==> config.mk <==
export PLATFORM = sky130hd
export DESIGN_NAME = xcd_sequencer
export DESIGN_NICKNAME = d
export VERILOG_FILES = /design/src/rtl/xcd_pkg.sv /design/src/rtl/xcd_ms_timer.sv /design/src/rtl/xcd_sequencer.sv
export SDC_FILE = /design/constraint.sdc
export NUM_CORES = 1
export LEC_CHECK = 0
export BUFFER_PORTS_ARGS = -buffer_cell sky130_fd_sc_hd__buf_2
export CORE_MARGIN = 2
export CORE_UTILIZATION = 54
export DETAILED_ROUTE_END_ITERATION = 7
export HOLD_SLACK_MARGIN = 0.03
export PLACE_DENSITY = 0.84
export SLEW_MARGIN = 10
export SYNTH_ARGS = -nofsm -noshare
export SYNTH_HDL_FRONTEND = slang
export SYNTH_SLANG_ARGS = --single-unit
==> constraint.sdc <==
create_clock -name ref_clk -period 1.9 [get_ports ref_clk]
set_clock_uncertainty 0.05 [all_clocks]
set_input_delay 0.285 -clock ref_clk [delete_from_list [all_inputs] [get_ports ref_clk]]
set_output_delay 0.285 -clock ref_clk [all_outputs]
set_load 0.02 [all_outputs]
==> src/rtl/xcd_pkg.sv <==
// Package for the X-capacitor discharge sequencer: states, levels, timing.
// Assumes a 100 MHz ref_clk and a one-millisecond tick derived from it.
package xcd_pkg;

    // ------------------------------------------------------------
    // Timing
    // ------------------------------------------------------------
    localparam int unsigned CLK_HZ          = 100_000_000;
    localparam int unsigned TICK_MS         = 1;
    localparam int unsigned TICK_CYCLES     = CLK_HZ / 1000 * TICK_MS;
    localparam int unsigned DETECT_MS       = 84;
    localparam int unsigned STEP_MS         = 12;
    localparam int unsigned LAST_STEP_MS    = 48;
    localparam int unsigned DISCHARGE_MS    = 300;
    localparam int unsigned BLANK_MS        = 700;
    localparam int unsigned MS_W            = 10;
    localparam int unsigned TICK_W          = 17;

    // ------------------------------------------------------------
    // Test current levels
    // ------------------------------------------------------------
    localparam logic [1:0] LEVEL_FIRST      = 2'h0;
    localparam logic [1:0] LEVEL_LAST       = 2'h3;
    localparam logic [1:0] LEVEL_RESET      = 2'h0;

    typedef enum logic [2:0] {
        XCD_POWERUP,
        XCD_SHORT_TEST,
        XCD_DETECT,
        XCD_DISCHARGE,
        XCD_BLANK,
        XCD_DISABLED
    } xcd_state_t;

endpackage

==> src/rtl/xcd_ms_timer.sv <==
// Millisecond tick generator and restartable millisecond counter.
// Assumes restart is a one-cycle pulse from the same clock domain.
`timescale 1ns/100ps
module xcd_ms_timer
    import xcd_pkg::*;
#(
    // Cycles per tick; a shorter tick lets the long intervals fit in a simulation run
    parameter int unsigned TICK_LEN = TICK_CYCLES
) (
    input  wire logic                  ref_clk,
    input  wire logic                  rst,
    input  wire logic                  restart,
    output logic      [xcd_pkg::MS_W-1:0] ms_count
);
    logic [TICK_W-1:0] tick_q;
    logic              tick;

    // ------------------------------------------------------------
    // Tick prescaler, realigned on restart so intervals are whole ms
    // ------------------------------------------------------------
    assign tick = (tick_q == TICK_W'(TICK_LEN - 1));

    always_ff @(posedge ref_clk or posedge rst) begin
        if (rst) begin
            tick_q <= '0;
        end else if (restart || tick) begin
            tick_q <= '0;
        end else begin
            tick_q <= tick_q + TICK_W'(1);
        end
    end

    always_ff @(posedge ref_clk or posedge rst) begin
        if (rst) begin
            ms_count <= '0;
        end else if (restart) begin
            ms_count <= '0;
        end else if (tick && ms_count != '1) begin
            ms_count <= ms_count + MS_W'(1);
        end
    end
endmodule

==> src/rtl/xcd_sequencer.sv <==
// X-capacitor discharge sequencer: stair-case test current, line-loss
// detection, bounded discharge and blanking wait.
// Assumes analog comparator outputs arrive asynchronously from the pins.
`timescale 1ns/100ps
module xcd_sequencer
    import xcd_pkg::*;
#(
    parameter int unsigned TICK_LEN = TICK_CYCLES
) (
    input  wire logic       ref_clk,
    input  wire logic       rst,
    input  wire logic       supply_on,
    input  wire logic       wake_out,
    input  wire logic       line_zero_cross,
    input  wire logic       sense_low,
    output logic            short_test_en,
    output logic            test_current_en,
    output logic      [1:0] test_level,
    output logic            discharge_en,
    output logic            line_loss_latch,
    output logic            function_disabled
);
    logic [2:0]      zc_sync_q;
    logic [1:0]      low_sync_q;
    logic [1:0]      wake_sync_q;
    logic [1:0]      sup_sync_q;
    logic            zc_seen;
    logic            sense_short;
    logic            wake_s;
    logic            supply_s;
    xcd_state_t      state_q;
    xcd_state_t      state_d;
    logic [1:0]      level_q;
    logic            restart;
    logic [MS_W-1:0] ms_count;
    logic            step_done;

    // ------------------------------------------------------------
    // Synchronisers
    // ------------------------------------------------------------
    // Zero-crossing is taken on the rising edge after two stages
    always_ff @(posedge ref_clk or posedge rst) begin
        if (rst) begin
            zc_sync_q   <= '0;
            low_sync_q  <= '0;
            wake_sync_q <= '0;
            sup_sync_q  <= '0;
        end else begin
            zc_sync_q   <= {zc_sync_q[1:0], line_zero_cross};
            low_sync_q  <= {low_sync_q[0], sense_low};
            wake_sync_q <= {wake_sync_q[0], wake_out};
            sup_sync_q  <= {sup_sync_q[0], supply_on};
        end
    end

    assign zc_seen     = zc_sync_q[1] && !zc_sync_q[2];
    assign sense_short = low_sync_q[1];
    assign wake_s      = wake_sync_q[1];
    assign supply_s    = sup_sync_q[1];

    // ------------------------------------------------------------
    // Interval timer
    // ------------------------------------------------------------
    assign restart = (state_d != state_q) || (state_q == XCD_DETECT && step_done);

    xcd_ms_timer #(
        .TICK_LEN (TICK_LEN)
    ) u_timer (
        .ref_clk  (ref_clk),
        .rst      (rst),
        .restart  (restart),
        .ms_count (ms_count)
    );

    // Step length depends on the level; the four steps sum to the window
    always_comb begin
        if (level_q == LEVEL_LAST) begin
            step_done = (ms_count >= MS_W'(LAST_STEP_MS));
        end else begin
            step_done = (ms_count >= MS_W'(STEP_MS));
        end
    end

    // ------------------------------------------------------------
    // State machine
    // ------------------------------------------------------------
    // Supply restart cycles do not reset the sequencer on purpose
    always_comb begin
        state_d = state_q;
        case (state_q)
            XCD_POWERUP: begin
                if (supply_s) begin
                    state_d = XCD_SHORT_TEST;
                end
            end
            XCD_SHORT_TEST: begin
                if (sense_short) begin
                    state_d = XCD_DISABLED;
                end else if (wake_s) begin
                    state_d = XCD_DETECT;
                end
            end
            XCD_DETECT: begin
                if (zc_seen) begin
                    state_d = XCD_BLANK;
                end else if (step_done && level_q == LEVEL_LAST) begin
                    state_d = XCD_DISCHARGE;
                end
            end
            XCD_DISCHARGE: begin
                if (ms_count >= MS_W'(DISCHARGE_MS)) begin
                    state_d = XCD_BLANK;
                end
            end
            XCD_BLANK: begin
                if (ms_count >= MS_W'(BLANK_MS)) begin
                    state_d = XCD_DETECT;
                end
            end
            XCD_DISABLED: begin
                state_d = XCD_DISABLED;
            end
            default: begin
                state_d = XCD_POWERUP;
            end
        endcase
    end

    always_ff @(posedge ref_clk or posedge rst) begin
        if (rst) begin
            state_q <= XCD_POWERUP;
        end else begin
            state_q <= state_d;
        end
    end

    // Stair-case level, restarted from the lowest on each window entry
    always_ff @(posedge ref_clk or posedge rst) begin
        if (rst) begin
            level_q <= LEVEL_RESET;
        end else if (state_q != XCD_DETECT) begin
            level_q <= LEVEL_FIRST;
        end else if (step_done && !zc_seen && level_q != LEVEL_LAST) begin
            level_q <= level_q + 2'h1;
        end
    end

    // Latch set on confirmed loss, cleared when the blanking wait ends
    always_ff @(posedge ref_clk or posedge rst) begin
        if (rst) begin
            line_loss_latch <= 1'b0;
        end else if (state_d == XCD_DISCHARGE && state_q == XCD_DETECT) begin
            line_loss_latch <= 1'b1;
        end else if (state_q == XCD_BLANK && state_d == XCD_DETECT) begin
            line_loss_latch <= 1'b0;
        end
    end

    // ------------------------------------------------------------
    // Outputs
    // ------------------------------------------------------------
    always_ff @(posedge ref_clk or posedge rst) begin
        if (rst) begin
            short_test_en     <= 1'b0;
            test_current_en   <= 1'b0;
            test_level        <= LEVEL_RESET;
            discharge_en      <= 1'b0;
            function_disabled <= 1'b0;
        end else begin
            short_test_en     <= (state_d == XCD_SHORT_TEST);
            test_current_en   <= (state_d == XCD_DETECT);
            test_level        <= (state_d == XCD_DETECT && state_q == XCD_DETECT &&
                                  step_done && level_q != LEVEL_LAST) ? level_q + 2'h1 :
                                 (state_d == XCD_DETECT && state_q == XCD_DETECT) ? level_q : LEVEL_FIRST;
            discharge_en      <= (state_d == XCD_DISCHARGE);
            function_disabled <= (state_d == XCD_DISABLED);
        end
    end
endmodule

==> reports/qor.txt <==
status: complete, but fails checks
failing checks: negative setup slack
IO Port Bufs: 12
Die ar.: 5140 sq um
CP startpoint kind: flop
#FFs+latches synth: 48
post-synth top area cell: dfrtp_1
clock-pin slew on the worst setup and hold paths: 0.09 ns
Unique masters post-synth: 47
Diodes inserted: 0
count leader, synth: dfrtp_1
core area: 4380 sq um
non-filler instance count after layout: 370
Total Wirelength: 7.50 mm
DR iter-0 viols: 266
fmax: 464 MHz
leading post-synthesis cells by instance count: 48 x dfrtp_1, 26 x nor2_1, 20 x nand2_1
design area: 3490 sq um
largest net degree at the start of global routing: 30
final setup fails: 29
top cell type's share of synthesized area: 0.486
Worst Path Max Fanout: 8
Final GP Congestion: 0.837
Req. time, crit path: 2.05 ns
Peak VDD IR: 1350 uV
Synthesized Nets: 254
routed len/inst: 20.3 um
Die Wd: 71.7 um
ys flop type: dfrtp_1
Post-DP HPWL: 3.67 mm
Hold Violations, Final: 0
number of synthesized flops with an enable pin: 0
async set or reset register ratio after synthesis: 1.00
clk_lat worst skew: 0.31 ns
Num CTS Buffers: 5
reg-to-reg slack, setup: -0.26 ns
pre-CTS setup slack: -0.203 ns
leakage: 1.57 nW
reg-to-reg endpoint: u_timer.ms_count[4]
CTS tree: yes
PnR worst setup slack: -0.255 ns
RSZ-0062 raised after global routing: yes
worst-margin pin slew: 0.616 ns
Hold Path Cell Cnt: 1
register area share after synthesis: 0.486
reg2reg start: u_timer.ms_count[9]
Post-Synthesis Cells: 244
HP Start: wake_out
critical path cell sequence: or4_4 > o2111ai_4 > o211ai_4 > mux2i_4 > and3b_1
first drt pass iteration count: 7
Max-Cap Viols: 0
Slowest-stage cell, CP: or4_4
Syn-to-layout area delta: 41.2%
drt drc: 0
clk buf depth: 2
placed instance area: 2930 sq um
relative max-transition margin: 0.589
initial core utilization: 0.564
final net count: 327
I/O pins: 13
# rows: 24
Setup crit end kind: flop
root buffer cell: clkbuf_8
FILL cells: 211
synthesis warning total: 0
CTS H-tree depth: 2
CTS sink cnt: 48
Max Slew Vio Count: 0
first-pass GRT wire length: 9.76 mm
Max stage delay on crit path: 0.55 ns
Via Count: 2338
number of global-route vias before repair: 2078
Syn Area/Cell: 10.1 sq um
Worst EP arrival: 2.30 ns
Overall Global Routing Usage: 0.243
Hold Path End: wake_sync_q[0]
top cells by area, synth: dfrtp_1 49%, xnor2_1 4.3%, nor2_1 3.9%, xor2_1 3.5%, nand2_1 3.0%
Final min period: 2.16 ns
Hold WC Path Type: in -> reg
P per Cell Area: 1110 nW/um^2
Worst Reg2Reg Path Length in Cells: 5
initial antenna violation count: 0
total grt overflow: 0
Tcrit/Tclk final: 1.13
Antenna Nets Post-Route: 0
Cell Area, Synth: 2470 sq um
fraction of layout cells with a size suffix above 1: 0.399
Die H: 71.7 um
placed insts: 341
WS Path Type: reg -> reg
detailed-route vias per instance: 6.32
fin util: 0.796
layout by cell type, fill, tap and decap left out, types with 3 or more instances in the layout:
cell            n
nand3_1         9
ha_1            4
nor2_4          6
nand4_1         7
and4_1          5
a21oi_1         4
clkbuf_8        5
buf_4          44
nor3b_1         3
dfrtp_1        48
nor2_1         11
nand2b_1        3
and2_1          3
xor2_1         10
o21ai_0         3
nor3_1         11
nand2_1        17
and3b_1         6
inv_1           6
dlygate4sd3_1   4
buf_6          12
xnor2_1        12
buf_2          13
mux2i_1         4
nor3b_2         3
nor2_2          9
per-layer routing:
metal / GRT usage / up-vias / share of wire / wire length [um]
met4: 0.0922 / 0 / 0.036 / 272
met1: 0.332 / 1127 / 0.40 / 2970
met3: 0.0408 / 36 / 0.079 / 593
li1: - / 1008 / - / -
met5: 0 / - / 0 / 0
met2: 0.390 / 167 / 0.49 / 3660
worst max-delay path: cells and delay by family (launching register included):
family,cells,cell delay (ns)
AOI/OAI and AO/OA,2,0.42
DFF,1,0.41
muxes,1,0.38
and+or+nand+nor,2,0.79
metrics by stage:
stage	hold WS [ns]	total power (W)	setup TNS, ns
3_3_place_gp	0.283	0.00233	-2.04
4_1_cts	0.0342	0.00329	-3.79
6_report	0.0352	0.00388	-5.81
2_1_floorplan	0.266	0.00184	-3.65
3_5_place_dp	0.285	0.00235	-3.45
5_1_grt	0.0336	0.00401	-7.58
report_power, final:
part | switching (W) | internal [W]
sequential | 0.0000613 | 0.00111
combinational | 0.000981 | 0.00100
clock | 0.000337 | 0.000391
total | 0.00138 | 0.00250
cells by family (layout without fill, tap and decap cells):
| family | after synthesis | count (layout) | synth area share |
|---|---|---|---|
| simple gates | 119 | 119 | 0.272 |
| flops | 48 | 48 | 0.486 |
| compound gates | 25 | 25 | 0.0759 |
| xor+xnor | 22 | 22 | 0.0779 |
| buf+inv | 20 | 93 | 0.0380 |
| mux | 6 | 7 | 0.0299 |
| fa+ha+maj | 4 | 4 | 0.0202 |
sequential cells by signal, indices dropped and copies added, names as in the netlist:
name	cells
sup_sync_q	2
test_level	2
wake_sync_q	2
state_q	3
level_q	2
zc_sync_q	3
short_test_en	1
low_sync_q	2
test_current_en	1
discharge_en	1
u_timer.ms_count	10
u_timer.tick_q	17
function_disabled	1
line_loss_latch	1
repair_timing:
action                                  CTS  global route
hold buffers                              3             1
endpoints found under the hold margin    30             1
gates resized for setup                  21            48
endpoints found under the setup margin   29            30
buffers inserted                          3            12
cloned                                    1             2
pin swaps                                19            13
area by class of cell:
type                            count  area (sq um)  area share
Sequential cell                    48          1200       0.344
Timing Repair Buffer               78           666       0.191
Inverter                            7          26.3     0.00753
Clock buffer                        6          72.6      0.0208
Multi-Input combinational cell    177          1430       0.408
Tap cell                           52          65.1      0.0186
Clock inverter                      2          35.0      0.0100
worst max path at each step:
stage,cells after the start,end,start,slack (ns)
floorplan,6,u_timer.ms_count[3],state_q[1],-0.18
global route,6,u_timer.ms_count[4],state_q[0],-0.30
detailed placement,7,u_timer.tick_q[0],state_q[2],-0.20
global placement,7,u_timer.tick_q[0],state_q[2],-0.12
CTS,6,u_timer.tick_q[15],u_timer.ms_count[7],-0.17
finish,5,u_timer.ms_count[4],u_timer.ms_count[9],-0.26
Note: power is estimated with default switching activity, not from simulation.
